[config.mk]
export PLATFORM = sky130hd
export DESIGN_NAME = uart_aux_regs
export DESIGN_NICKNAME = d
export VERILOG_FILES = /design/src/uart_aux_regs_pkg.sv /design/src/uart_aux_regs.sv
export SDC_FILE = /design/constraint.sdc
export NUM_CORES = 1
export LEC_CHECK = 0
export BUFFER_PORTS_ARGS = -buffer_cell sky130_fd_sc_hd__buf_2
export CORE_AREA = 3 3 84 166
export CTS_CLUSTER_DIAMETER = 120
export CTS_CLUSTER_SIZE = 14
export DETAILED_ROUTE_END_ITERATION = 16
export DIE_AREA = 0 0 87 169
export HOLD_SLACK_MARGIN = 0.12
export PLACE_DENSITY = 0.7
export SLEW_MARGIN = 20
export SYNTH_ARGS = -nofsm -noshare
export SYNTH_HDL_FRONTEND = slang
export SYNTH_SLANG_ARGS = --single-unit
[constraint.sdc]
create_clock -name ref_clk -period 3.9 [get_ports ref_clk]
set_input_delay 0.195 -clock ref_clk [delete_from_list [all_inputs] [get_ports ref_clk]]
set_output_delay 0.195 -clock ref_clk [all_outputs]
set_load 0.005 [all_outputs]
[src/uart_aux_regs_pkg.sv]
// constants and carrier types for the auxiliary register bank
// assumes a byte-wide register port driven by the host-interface slave
package uart_aux_regs_pkg;

    localparam int DATA_W    = 8;
    localparam int ADDR_W    = 4;
    localparam int NPINS     = 8;
    localparam int LVL_W     = 7;

    // register indices on the register port
    localparam logic [ADDR_W-1:0] ADDR_SCRATCH   = 4'h0;
    localparam logic [ADDR_W-1:0] ADDR_FLOW_TH   = 4'h1;
    localparam logic [ADDR_W-1:0] ADDR_TRIG_LVL  = 4'h2;
    localparam logic [ADDR_W-1:0] ADDR_TX_FREE   = 4'h3;
    localparam logic [ADDR_W-1:0] ADDR_RX_FILL   = 4'h4;
    localparam logic [ADDR_W-1:0] ADDR_PIN_DIR   = 4'h5;
    localparam logic [ADDR_W-1:0] ADDR_PIN_LVL   = 4'h6;
    localparam logic [ADDR_W-1:0] ADDR_PIN_IRQEN = 4'h7;
    localparam logic [ADDR_W-1:0] ADDR_PIN_FUNC  = 4'h8;

    // field positions
    localparam int NIB_HI_LSB      = 4;
    localparam int NIB_W           = 4;
    localparam int LVL_SHIFT       = 2;    // nibble times four
    localparam int FUNC_LATCH_BIT  = 0;
    localparam int FUNC_MODEM_HI   = 1;
    localparam int FUNC_MODEM_LO   = 2;
    localparam int FUNC_W          = 3;
    localparam int GRP_W           = 4;

    // reset values
    localparam logic [DATA_W-1:0] RST_BYTE = 8'h00;
    localparam logic [FUNC_W-1:0] RST_FUNC = 3'h0;
    localparam logic [LVL_W-1:0]  RST_LVL  = 7'h00;

    typedef struct packed {
        logic             efr_enh;      // enhanced_function_reg bit 4
        logic             mcr_tcr_tlr;  // modem_control_reg bit 2
        logic             ier_modem;    // interrupt_enable_reg bit 3
        logic [LVL_W-1:0] fcr_rx_trig;  // fifo_control_reg rx trigger, chars
        logic [LVL_W-1:0] fcr_tx_trig;  // fifo_control_reg tx trigger, spaces
        logic [LVL_W-1:0] tx_free;      // live tx fifo free entries
        logic [LVL_W-1:0] rx_fill;      // live rx fifo characters
    } uart_core_stat_t;

    typedef struct packed {
        logic             flow_use_fcr; // flow thresholds cleared
        logic [LVL_W-1:0] flow_halt;    // rx level that halts far end
        logic [LVL_W-1:0] flow_resume;  // rx level that resumes far end
        logic [LVL_W-1:0] rx_trig;      // effective rx interrupt trigger
        logic [LVL_W-1:0] tx_trig;      // effective tx interrupt trigger
    } uart_core_lvl_t;

endpackage

[src/uart_aux_regs.sv]
// auxiliary register bank: scratch, flow thresholds, trigger levels,
// fifo counters and eight general-purpose pins
// assumes a one-cycle register port from the host slave, inputs synchronous
// Functional notes
// - scratch byte stores and returns written value
// - flow threshold: resume high nibble, halt low
// - flow threshold level is nibble times four
// - cleared flow thresholds fall back to fifo-control levels
// - flow threshold writes need enhanced and modem bits
// - trigger register: rx high nibble, tx low
// - nonzero trigger nibble gives four times value
// - zero trigger nibble uses fifo-control level
// - trigger writes need enhanced and modem bits
// - tx free count in bits 6:0, bit7 zero
// - rx fill count in bits 6:0, bit7 zero
// - direction bit one makes pin output
// - pin level read returns actual pin states, captured level for a pin with a pending latched change
// - pin level write drives output pins
// - change enable gates input pin interrupts
// - modem groups ignore change enables, use ier
// - function bits assign upper/lower groups to modem
// - unlatched interrupt clears on read or return
`timescale 1ns/100ps
module uart_aux_regs
    import uart_aux_regs_pkg::*;
(
    input  wire logic                  ref_clk,        // 250 MHz device clock
    input  wire logic                  nrst,           // async reset, active low
    input  wire logic                  reg_wr,         // register write strobe
    input  wire logic                  reg_rd,         // register read strobe
    input  wire logic [ADDR_W-1:0]     reg_addr,       // register index
    input  wire logic [DATA_W-1:0]     reg_wdata,      // write data
    output logic      [DATA_W-1:0]     reg_rdata,      // read data, next cycle
    output logic                       reg_rvalid,     // read data valid pulse
    input  wire uart_core_stat_t       core_stat,      // uart core state
    output uart_core_lvl_t             core_lvl,       // levels for uart core
    input  wire logic [NPINS-1:0]      pin_in,         // pin input levels
    output logic      [NPINS-1:0]      pin_out,        // pin output levels
    output logic      [NPINS-1:0]      pin_oe,         // pin output enables
    output logic                       pin_irq,        // pin-change interrupt
    output logic                       modem_pin_chg   // modem-group change event
);

    logic [DATA_W-1:0] scratch_q,  scratch_d;
    logic [DATA_W-1:0] flow_q,     flow_d;
    logic [DATA_W-1:0] trig_q,     trig_d;
    logic [NPINS-1:0]  dir_q,      dir_d;
    logic [NPINS-1:0]  lvl_out_q,  lvl_out_d;
    logic [NPINS-1:0]  irqen_q,    irqen_d;
    logic [FUNC_W-1:0] func_q,     func_d;
    logic [LVL_W-1:0]  tx_free_q,  rx_fill_q;
    logic [NPINS-1:0]  ref_q,      ref_d;
    logic [NPINS-1:0]  pend_q,     pend_d;
    logic [NPINS-1:0]  latch_q,    latch_d;
    logic [DATA_W-1:0] rdata_q,    rdata_d;
    logic              rvalid_q;
    logic              irq_q,      chg_q;
    uart_core_lvl_t    lvl_q,      lvl_d;

    logic              ext_wr_ok;
    logic [NPINS-1:0]  modem_pin;
    logic [NPINS-1:0]  watch;
    logic [NPINS-1:0]  pin_view;
    logic              lvl_read;

    assign ext_wr_ok = core_stat.efr_enh & core_stat.mcr_tcr_tlr;
    assign modem_pin = {{GRP_W{func_q[FUNC_MODEM_HI]}},
                        {GRP_W{func_q[FUNC_MODEM_LO]}}};
    assign watch     = ~dir_q & irqen_q & ~modem_pin;
    assign lvl_read  = reg_rd && reg_addr == ADDR_PIN_LVL;

    // latched pins show the captured level until read
    always_comb begin
        for (int i = 0; i < NPINS; i++) begin
            pin_view[i] = (func_q[FUNC_LATCH_BIT] && pend_q[i]) ? latch_q[i] : pin_in[i];
        end
    end

    // register writes
    always_comb begin
        scratch_d = scratch_q;
        flow_d    = flow_q;
        trig_d    = trig_q;
        dir_d     = dir_q;
        lvl_out_d = lvl_out_q;
        irqen_d   = irqen_q;
        func_d    = func_q;
        if (reg_wr) begin
            case (reg_addr)
                ADDR_SCRATCH:   scratch_d = reg_wdata;
                ADDR_FLOW_TH:   if (ext_wr_ok) flow_d = reg_wdata;
                ADDR_TRIG_LVL:  if (ext_wr_ok) trig_d = reg_wdata;
                ADDR_PIN_DIR:   dir_d = reg_wdata;
                ADDR_PIN_LVL:   lvl_out_d = reg_wdata;
                ADDR_PIN_IRQEN: irqen_d = reg_wdata;
                ADDR_PIN_FUNC:  func_d = reg_wdata[FUNC_W-1:0];
                default: ;
            endcase
        end
    end

    always_ff @(posedge ref_clk or negedge nrst) begin
        if (!nrst) begin
            scratch_q <= RST_BYTE;
            flow_q    <= RST_BYTE;
            trig_q    <= RST_BYTE;
            dir_q     <= RST_BYTE;
            lvl_out_q <= RST_BYTE;
            irqen_q   <= RST_BYTE;
            func_q    <= RST_FUNC;
        end else begin
            scratch_q <= scratch_d;
            flow_q    <= flow_d;
            trig_q    <= trig_d;
            dir_q     <= dir_d;
            lvl_out_q <= lvl_out_d;
            irqen_q   <= irqen_d;
            func_q    <= func_d;
        end
    end

    // effective levels for the uart core
    always_comb begin
        lvl_d              = '0;
        lvl_d.flow_use_fcr = (flow_q == RST_BYTE);
        lvl_d.flow_halt    = lvl_d.flow_use_fcr ? core_stat.fcr_rx_trig :
                             LVL_W'({flow_q[NIB_W-1:0], 2'b00});
        lvl_d.flow_resume  = lvl_d.flow_use_fcr ? core_stat.fcr_rx_trig :
                             LVL_W'({flow_q[DATA_W-1:NIB_HI_LSB], 2'b00});
        lvl_d.rx_trig      = (trig_q[DATA_W-1:NIB_HI_LSB] == 4'h0) ?
                             core_stat.fcr_rx_trig :
                             LVL_W'({trig_q[DATA_W-1:NIB_HI_LSB], 2'b00});
        lvl_d.tx_trig      = (trig_q[NIB_W-1:0] == 4'h0) ?
                             core_stat.fcr_tx_trig :
                             LVL_W'({trig_q[NIB_W-1:0], 2'b00});
    end

    // pin-change detection, one comparator per pin
    always_comb begin
        for (int i = 0; i < NPINS; i++) begin
            ref_d[i]   = ref_q[i];
            pend_d[i]  = pend_q[i];
            latch_d[i] = latch_q[i];
            if (!watch[i]) begin
                ref_d[i]  = pin_in[i];
                pend_d[i] = 1'b0;
            end else if (!func_q[FUNC_LATCH_BIT]) begin
                // unlatched: pending while pin differs from last-read level
                pend_d[i] = (pin_in[i] != ref_q[i]);
                if (lvl_read) begin
                    ref_d[i] = pin_view[i];
                end
            end else begin
                if (lvl_read) begin
                    pend_d[i] = 1'b0;
                    ref_d[i]  = pin_view[i];
                end
                // a change sets in the read cycle only if not pending; a pending pin clears, re-sets next cycle if off the captured level
                if (!pend_q[i] && pin_in[i] != ref_q[i]) begin
                    pend_d[i]  = 1'b1;
                    latch_d[i] = pin_in[i];
                end
            end
        end
    end

    always_ff @(posedge ref_clk or negedge nrst) begin
        if (!nrst) begin
            ref_q   <= RST_BYTE;
            pend_q  <= RST_BYTE;
            latch_q <= RST_BYTE;
        end else begin
            ref_q   <= ref_d;
            pend_q  <= pend_d;
            latch_q <= latch_d;
        end
    end

    // read path and live counters
    always_comb begin
        rdata_d = rdata_q;
        if (reg_rd) begin
            case (reg_addr)
                ADDR_SCRATCH:   rdata_d = scratch_q;
                ADDR_FLOW_TH:   rdata_d = flow_q;
                ADDR_TRIG_LVL:  rdata_d = trig_q;
                ADDR_TX_FREE:   rdata_d = {1'b0, tx_free_q};
                ADDR_RX_FILL:   rdata_d = {1'b0, rx_fill_q};
                ADDR_PIN_DIR:   rdata_d = dir_q;
                ADDR_PIN_LVL:   rdata_d = pin_view;
                ADDR_PIN_IRQEN: rdata_d = irqen_q;
                ADDR_PIN_FUNC:  rdata_d = {5'h00, func_q};
                default:        rdata_d = RST_BYTE;
            endcase
        end
    end

    always_ff @(posedge ref_clk or negedge nrst) begin
        if (!nrst) begin
            rdata_q   <= RST_BYTE;
            rvalid_q  <= 1'b0;
            tx_free_q <= RST_LVL;
            rx_fill_q <= RST_LVL;
            lvl_q     <= '0;
            irq_q     <= 1'b0;
            chg_q     <= 1'b0;
        end else begin
            rdata_q   <= rdata_d;
            rvalid_q  <= reg_rd;
            tx_free_q <= core_stat.tx_free;
            rx_fill_q <= core_stat.rx_fill;
            lvl_q     <= lvl_d;
            irq_q     <= |pend_d;
            chg_q     <= core_stat.ier_modem &
                         |(modem_pin & ~dir_q & (pin_in ^ ref_q));
        end
    end

    assign reg_rdata     = rdata_q;
    assign reg_rvalid    = rvalid_q;
    assign core_lvl      = lvl_q;
    assign pin_out       = lvl_out_q;
    assign pin_oe        = dir_q;
    assign pin_irq       = irq_q;
    assign modem_pin_chg = chg_q;

    property p_scratch_rw;
        @(posedge ref_clk) disable iff (!nrst)
        reg_wr && reg_addr == ADDR_SCRATCH ##1 reg_rd && reg_addr == ADDR_SCRATCH
        |=> reg_rdata == $past(reg_wdata, 2);
    endproperty
    a_scratch_rw: assert property (p_scratch_rw) else $error("scratch mismatch");

    property p_flow_locked;
        @(posedge ref_clk) disable iff (!nrst)
        reg_wr && reg_addr == ADDR_FLOW_TH && !ext_wr_ok |=> $stable(flow_q);
    endproperty
    a_flow_locked: assert property (p_flow_locked) else $error("flow written");

    property p_trig_locked;
        @(posedge ref_clk) disable iff (!nrst)
        reg_wr && reg_addr == ADDR_TRIG_LVL && !ext_wr_ok |=> $stable(trig_q);
    endproperty
    a_trig_locked: assert property (p_trig_locked) else $error("trig written");

    property p_flow_halt;
        @(posedge ref_clk) disable iff (!nrst)
        flow_q != 8'h00 |=> core_lvl.flow_halt == {1'b0, $past(flow_q[3:0]), 2'b00};
    endproperty
    a_flow_halt: assert property (p_flow_halt) else $error("halt level wrong");

    property p_flow_fcr;
        @(posedge ref_clk) disable iff (!nrst)
        flow_q == 8'h00 |=> core_lvl.flow_use_fcr
            && core_lvl.flow_resume == $past(core_stat.fcr_rx_trig);
    endproperty
    a_flow_fcr: assert property (p_flow_fcr) else $error("fcr fallback wrong");

    property p_tx_trig;
        @(posedge ref_clk) disable iff (!nrst)
        1'b1 |=> core_lvl.tx_trig == ($past(trig_q[3:0]) == 4'h0 ?
            $past(core_stat.fcr_tx_trig) : {1'b0, $past(trig_q[3:0]), 2'b00});
    endproperty
    a_tx_trig: assert property (p_tx_trig) else $error("tx trigger wrong");

    property p_rx_fill;
        @(posedge ref_clk) disable iff (!nrst)
        reg_rd && reg_addr == ADDR_RX_FILL
        |=> reg_rdata == {1'b0, $past(core_stat.rx_fill, 2)};
    endproperty
    a_rx_fill: assert property (p_rx_fill) else $error("rx fill wrong");

    property p_tx_free;
        @(posedge ref_clk) disable iff (!nrst)
        reg_rd && reg_addr == ADDR_TX_FREE |=> !reg_rdata[7] && reg_rvalid;
    endproperty
    a_tx_free: assert property (p_tx_free) else $error("tx free bit7 set");

    property p_modem_quiet;
        @(posedge ref_clk) disable iff (!nrst)
        (&modem_pin) |=> !pin_irq;
    endproperty
    a_modem_quiet: assert property (p_modem_quiet) else $error("modem pin irq");

    property p_unlatched_return;
        @(posedge ref_clk) disable iff (!nrst)
        !func_q[0] && watch == 8'h01 && pin_in[0] != ref_q[0]
        ##1 $stable(watch) && !func_q[0] && !lvl_read && pin_in[0] == ref_q[0]
        |=> !pin_irq;
    endproperty
    a_unlatched_return: assert property (p_unlatched_return) else $error("irq stuck");

    c_pin_irq:   cover property (@(posedge ref_clk) disable iff (!nrst) $rose(pin_irq));
    c_latch_irq: cover property (@(posedge ref_clk) disable iff (!nrst)
                                 func_q[0] && $fell(pin_irq));
    c_tlr_use:   cover property (@(posedge ref_clk) disable iff (!nrst)
                                 trig_q[7:4] != 4'h0 && trig_q[3:0] != 4'h0);
    c_modem_chg: cover property (@(posedge ref_clk) disable iff (!nrst) modem_pin_chg);

endmodule

==> results of run 1 <==
==> cells by family (layout without fill, tap and decap cells) <==
| group | count (synthesis) | after routing | synth area share [%] |
|---|---|---|---|
| XOR/XNOR | 8 | 8 | 1.22 |
| buffers and inverters | 37 | 203 | 3.39 |
| multiplexers | 68 | 68 | 13.6 |
| flip-flops | 126 | 126 | 55.1 |
| AND/OR/NAND/NOR | 101 | 101 | 12.0 |
| AO/OA/AOI/OAI | 116 | 116 | 14.6 |
==> area by class of cell <==
| type | instances | area (µm²) |
|---|---|---|
| tap | 152 | 190 |
| multi-input combinational | 293 | 2380 |
| clock inverter | 15 | 148 |
| inverter | 14 | 52.6 |
| sequential | 126 | 3150 |
| timing repair buffer | 157 | 1020 |
| fill | 1061 | 5550 |
| clock buffer | 17 | 425 |
==> worst max-delay path: stages, from the launching register on <==
cell and delay [ns]:
dfrtp_1 0.81, inv_1 0.52, nor4_1 0.43, mux2_2 0.37
==> what timing repair did <==
item / 4_1_cts / 5_1_grt
hold endpoints to repair: 152 / 0
endpoints found under the setup margin: 0 / 0
hold buffers: 45 / 0
==> sequential cells by signal, indices dropped and copies added, names as in the netlist <==
name and flops:
core_lvl 26, flow_q 8, func_q 3, irqen_q 8
latch_q 8, modem_pin_chg 1, pend_q 8, pin_irq 1
pin_oe 8, pin_out 8, ref_q 8, reg_rdata 8
reg_rvalid 1, rx_fill_q 7, scratch_q 8, trig_q 8
tx_free_q 7
==> report_power, final <==
group / internal (mW) / switching (mW)
Sequential: 1.53 / 0.192
Combinational: 0.382 / 0.349
Clock: 0.896 / 0.631
Total: 2.81 / 1.17
==> path summary, 6_finish.rpt <==
check                             startpoint           end  slack (ns)  cells past startpoint
max in group asynchronous               nrst  tx_free_q[3]        2.50                      3
worst max register to register     func_q[0]    latch_q[2]        1.65                      3
worst min register to register  scratch_q[0]  scratch_q[0]        0.50                      1
worst max-delay path               func_q[0]    latch_q[2]        1.65                      3
min in group asynchronous               nrst  reg_rdata[6]        0.45                      2
worst min-delay path            reg_wdata[0]    irqen_q[0]        0.14                      2
==> cell usage in the layout, fill, tap and decap left out, drive strengths merged, types with 3 or more instances in the layout <==
cell type / netlist / routed
o22ai: 10 / 10
nor4: 8 / 8
nand2: 20 / 20
nand4: 10 / 10
o41ai: 7 / 7
a22oi: 5 / 5
mux2: 59 / 59
inv: 14 / 23
a21boi: 5 / 5
and3: 7 / 7
or3b: 9 / 9
clkinv: 0 / 3
mux2i: 7 / 7
a21oi: 18 / 18
clkbuf: 5 / 17
nor3b: 3 / 3
o21ai: 15 / 15
xnor2: 8 / 8
and2: 18 / 18
nor2: 4 / 4
a2bb2oi: 7 / 7
buf: 18 / 112
o221ai: 3 / 3
and4: 3 / 3
nor4b: 3 / 3
dfrtp: 126 / 126
dlygate4sd3: 0 / 45
a21o: 18 / 18
o22a: 11 / 11
a221oi: 4 / 4
nand3: 3 / 3
==> routing by layer <==
layer | share of wire (%) | GRT usage [%] | wire length (µm) | vias to the layer above
met3 | 4.3 | 5.21 | 678 | 43
met1 | 36 | 24.5 | 5670 | 2256
met5 | 0 | 0 | 0 | -
met2 | 55 | 39.1 | 8650 | 154
met4 | 4.1 | 11.6 | 637 | 0
li1 | - | - | - | 2034
==> metrics by stage <==
| step | hold slack (ns) | std cells |
|---|---|---|
| 2_1_floorplan | -0.101 | 456 |
| 3_5_place_dp | 0.304 | 697 |
| 3_3_place_gp | 0.303 | 697 |
| 5_1_grt | 0.143 | 774 |
| 4_1_cts | 0.134 | 774 |
| 6_report | 0.138 | 774 |
==> flow_metrics.env, run 1 <==
export IMPL_post_route_drc_count=0
export IMPL_endpoint_kind_of_the_worst_setup_timing_path="flop"
export IMPL_route_antenna_remaining_nets=0
export IMPL_synthesis_area_mm2=0.00572
export IMPL_placed_area_mm2=0.00635
export IMPL_insertion_delay_ns=0.42
export IMPL_timing_max_slew_rel_slack_pct=37.6
export IMPL_status="completed"
export IMPL_io_pins=111
export IMPL_synth_commonest_cells="dfrtp_1 (126), mux2_2 (49), a21o_1 (18), a21oi_1 (18), and2_1 (18)"
export IMPL_post_route_worst_setup_slack_ns=1.65
export IMPL_numClockSinks=126
export IMPL_setup_viol=0
export IMPL_total_via_count_in_the_routed_design=4487
export IMPL_total_non_filler_cell_area_in_the_finished_layout_mm2=0.00737
export IMPL_die_area_mm2=0.0147
export IMPL_synth_top_area_share_pct=55.1
export IMPL_worstPathMaxFanout=24
export IMPL_post_synthesis_sequential_element_count=126
export IMPL_routed_via_density=5.80
export IMPL_clock_path_buffers=2
export IMPL_worstPathArrival_ns=2.55
export IMPL_die_h_um=169
export IMPL_yosysUniqueCellTypes=54
export IMPL_post_cts_resize_count=0
export IMPL_pin_count_of_the_biggest_net_entering_global_routing=74
export IMPL_nNetsFinal=664
export IMPL_drt_first_pass_iters=5
export IMPL_worst_setup_path_type="reg -> reg"
export IMPL_p_leak_nw=3.43
export IMPL_placement_setup_worst_slack_ns=1.48
export IMPL_totalWireLength_um=15600
export IMPL_fin_tns_setup_ns=0
export IMPL_antenna_found_initial=0
export IMPL_drt_first_iter_violations=225
export IMPL_die_w_um=87
export IMPL_post_drt_wl_per_cell_um=20.2
export IMPL_overflow=0
export IMPL_final_max_slew_viol_count=0
export IMPL_unrepaired_setup_endpoints_after_global_routing="no"
export IMPL_placeableCoreArea_mm2=0.0129
export IMPL_tightestPinTransition_ns=0.927
export IMPL_drv_max_cap_violation_count=0
export IMPL_antenna_cells_inserted=0
export IMPL_vias_in_the_first_global_route=4758
export IMPL_finalClockSkew_ns=0.00895
export IMPL_yosys_cell_count_top_type="dfrtp_1"
export IMPL_yosysTopAreaCell="dfrtp_1"
export IMPL_share_of_final_layout_standard_cells_stronger_than_drive_strength_1_pct=34.2
export IMPL_power_per_cell_area_mw_per_mm2=540
export IMPL_synthesis_instances=456
export IMPL_synth_net_count=511
export IMPL_cp_data_required_time_ns=4.20
export IMPL_clockRootBuffer="clkbuf_16"
export IMPL_synthesis_area_per_instance_um2=12.6
export IMPL_finalCritPeriodShare_pct=57.7
export IMPL_timing_fmax_mhz=445
export IMPL_flow_area_growth_from_synthesis_pct=28.8
export IMPL_buffer_ports_inserted=110
export IMPL_floorplan_initialDensity_pct=44.3
export IMPL_synth_edf_count=0
export IMPL_category_of_the_worst_setup_path_launch_point="flop"
export IMPL_design_power_total_mw=3.98
export IMPL_timing_final_crit_period_ns=2.25
export IMPL_fp_row_count=59
export IMPL_finalCoreUtilization_pct=57.0
export IMPL_timing_hold_violations_final=0
export IMPL_grt_first_pass_wirelength_um=25000
export IMPL_holdCritPathClass="in -> reg"
export IMPL_clk_pin_slew_ns=0.06
export IMPL_hpwl_um=11400
export IMPL_power_ir_vdd_worst_mv=0.354
export IMPL_post_cts_repair_setup_buffers=0
export IMPL_number_of_warning_messages_in_the_yosys_log=0
export IMPL_ys_seq_area_share_pct=55.1
export IMPL_top_flip_flop_cell_by_instance_count_after_synthesis="dfrtp_1"
export IMPL_tot_gr_track_use_pct=22.3
export IMPL_cts_tree="built"
export IMPL_tritoncts_num_buffers=17
export IMPL_cts_htree_levels=4
export IMPL_postSynth_asyncResetShare_pct=100
export IMPL_netlist_top_cells_area="dfrtp_1 (55%), mux2_2 (9.6%), a21o_1 (2.4%)"
export IMPL_weighted_congestion_at_the_end_of_routability_driven_global_placement=0.869
Power figures use the tool's default switching activity.
==> run 2, diff against run 1 <==
clock period = 2.2 ns   (was 3.9 ns; I/O delays follow)
==> run 2 against run 1 <==
Net effect: fmax up 28%; via count grew 1.0%; power grew 82%; die area is the same; setup slack worse by 1.2 ns; combinational power is 86% higher; design area increased by 2.7%; cell count rose by 2.6%; sequential cell count unchanged; largest cell class unchanged; largest power group unchanged; highest routed layer unchanged.
==> flow_metrics.env, run 2 (synthesis results as in run 1) <==
export IMPL_floorplan_initialDensity_pct=44.3
export IMPL_placeableCoreArea_mm2=0.0129
export IMPL_antenna_cells_inserted=0
export IMPL_global_route_usage_met1_pct=23.9
export IMPL_fin_tns_setup_ns=0
export IMPL_largest_reg_flops=26
export IMPL_gr_usage_met2_pct=40.5
export IMPL_hpwl_um=11800
export IMPL_insertion_delay_ns=0.42
export IMPL_die_area_mm2=0.0147
export IMPL_final_max_slew_viol_count=0
export IMPL_worstPathArrival_ns=2.04
export IMPL_tritoncts_num_buffers=17
export IMPL_setup_viol=0
export IMPL_holdCritPathClass="in -> async"
export IMPL_design_power_total_mw=7.22
export IMPL_nNetsFinal=684
export IMPL_clock_path_buffers=2
export IMPL_drt_first_pass_iters=6
export IMPL_weighted_congestion_at_the_end_of_routability_driven_global_placement=0.934
export IMPL_share_of_final_layout_standard_cells_stronger_than_drive_strength_1_pct=35.7
export IMPL_seqPwrFrac_pct=42.1
export IMPL_io_pins=111
export IMPL_grt_first_pass_wirelength_um=25600
export IMPL_endpoint_kind_of_the_worst_setup_timing_path="flop"
export IMPL_cts_htree_levels=4
export IMPL_route_antenna_remaining_nets=0
export IMPL_vias_in_the_first_global_route=4940
export IMPL_numClockSinks=126
export IMPL_clockPowerShare_pct=39.1
export IMPL_post_cts_resize_count=0
export IMPL_drt_first_iter_violations=228
export IMPL_finalCritPeriodShare_pct=79.7
export IMPL_pin_count_of_the_biggest_net_entering_global_routing=49
export IMPL_switching_power_mw=2.07
export IMPL_layout_cells_most_common="dfrtp_1"
export IMPL_power_share_switching_pct=28.6
export IMPL_busiest_layer="met2"
export IMPL_clk_pin_slew_ns=0.06
export IMPL_antenna_found_initial=0
export IMPL_layout_common_cells="dfrtp_1 (126), buf_2 (109), mux2_2 (49), dlygate4sd3_1 (47), buf_4 (19)"
export IMPL_flow_area_growth_from_synthesis_pct=32.2
export IMPL_die_w_um=87
export IMPL_overflow=0
export IMPL_total_non_filler_cell_area_in_the_finished_layout_mm2=0.00757
export IMPL_worst_r2r_cell_count=5
export IMPL_placed_area_mm2=0.00650
export IMPL_post_route_drc_count=0
export IMPL_worstPathMaxFanout=12
export IMPL_status="completed"
export IMPL_post_cts_repair_setup_buffers=0
export IMPL_post_drt_wl_per_cell_um=20.5
export IMPL_total_via_count_in_the_routed_design=4534
export IMPL_p_leak_nw=3.55
export IMPL_routed_via_density=5.71
export IMPL_power_ir_vdd_worst_mv=0.725
export IMPL_power_per_cell_area_mw_per_mm2=955
export IMPL_finalClockSkew_ns=0.00848
export IMPL_totalWireLength_um=16300
export IMPL_cts_tree="built"
export IMPL_buffer_ports_inserted=110
export IMPL_timing_max_slew_rel_slack_pct=33.1
export IMPL_category_of_the_worst_setup_path_launch_point="flop"
export IMPL_grt_use_met3_pct=5.11
export IMPL_clockRootBuffer="clkbuf_16"
export IMPL_cp_data_required_time_ns=2.48
export IMPL_worst_setup_path_type="reg -> reg"
export IMPL_fp_row_count=59
export IMPL_drv_max_cap_violation_count=0
export IMPL_unrepaired_setup_endpoints_after_global_routing="no"
export IMPL_timing_hold_violations_final=0
export IMPL_power_share_combinational_pct=18.9
export IMPL_tot_gr_track_use_pct=23.0
export IMPL_timing_final_crit_period_ns=1.75
export IMPL_die_h_um=169
export IMPL_internal_power_mw=5.16
export IMPL_tightestPinTransition_ns=0.994
export IMPL_timing_fmax_mhz=570
==> run 2: changes by cell type in the layout (fill, tap and decap cells not counted), sizes merged <==
| cell | delta |
|---|---|
| clkinv | +4 |
| inv | -5 |
| dlygate4sd3 | +2 |
| buf | +18 |
| bufinv | +1 |
| clkbuf | +2 |
| clkinvlp | -2 |
==> run 2: power by group through the flow <==
stage / clock, mW / sequential, mW / combinational, mW
after floorplan: 0 / 2.98 / 0.745
after global placement: 0 / 3.06 / 1.26
after detailed placement: 0 / 3.07 / 1.30
after CTS: 2.85 / 3.03 / 1.38
after global routing: 2.95 / 3.08 / 1.50
final: 2.82 / 3.04 / 1.36
==> run 2: metal layers <==
layer | share of wire [%] | up-vias | wire, µm
li1 | - | 2073 | -
met1 | 36 | 2269 | 5860
met2 | 55 | 140 | 8890
met3 | 4.0 | 52 | 653
met4 | 5.2 | 0 | 848
met5 | 0 | - | 0
==> run 2: worst paths after layout <==
check	slack, ns	to	from
worst max register to register	0.45	reg_rdata[4]	func_q[0]
worst min register to register	0.50	scratch_q[0]	scratch_q[0]
worst min-delay path	0.18	modem_pin_chg	nrst
min in group ref_clk	0.20	func_q[2]	reg_wr
worst max-delay path	0.45	reg_rdata[4]	func_q[0]
max in group asynchronous	1.27	tx_free_q[0]	nrst
==> run 2: cell type report <==
cell class,count,area [µm²]
clock buffer,19,443
clock inverter,13,155
fill,1052,5350
inverter,14,52.6
multi-input combinational,293,2380
sequential,126,3150
tap,152,190
timing repair buffer,177,1200
==> run 2: what timing repair did <==
action                     in CTS  in global routing
hold buffers                   47                  0
hold endpoints to repair      207                  0
setup endpoints to repair       0                  0
==> run 2: critical path, cell delays in order (launching register included) <==
cell      delay, ns
dfrtp_1        0.50
buf_4          0.24
nand2_1        0.11
mux2_2         0.36
a221oi_1       0.30
o22ai_1        0.11
==> run 2: through the flow <==
step	instances	util [%]	hold WS (ns)	setup slack, ns
after floorplan	456	-	-0.186	0.583
after global placement	715	50.3	0.0862	0.364
after detailed placement	715	50.3	0.0918	0.331
after CTS	794	58.6	0.185	0.448
after global routing	794	58.6	0.211	0.372
final	794	58.6	0.175	0.446
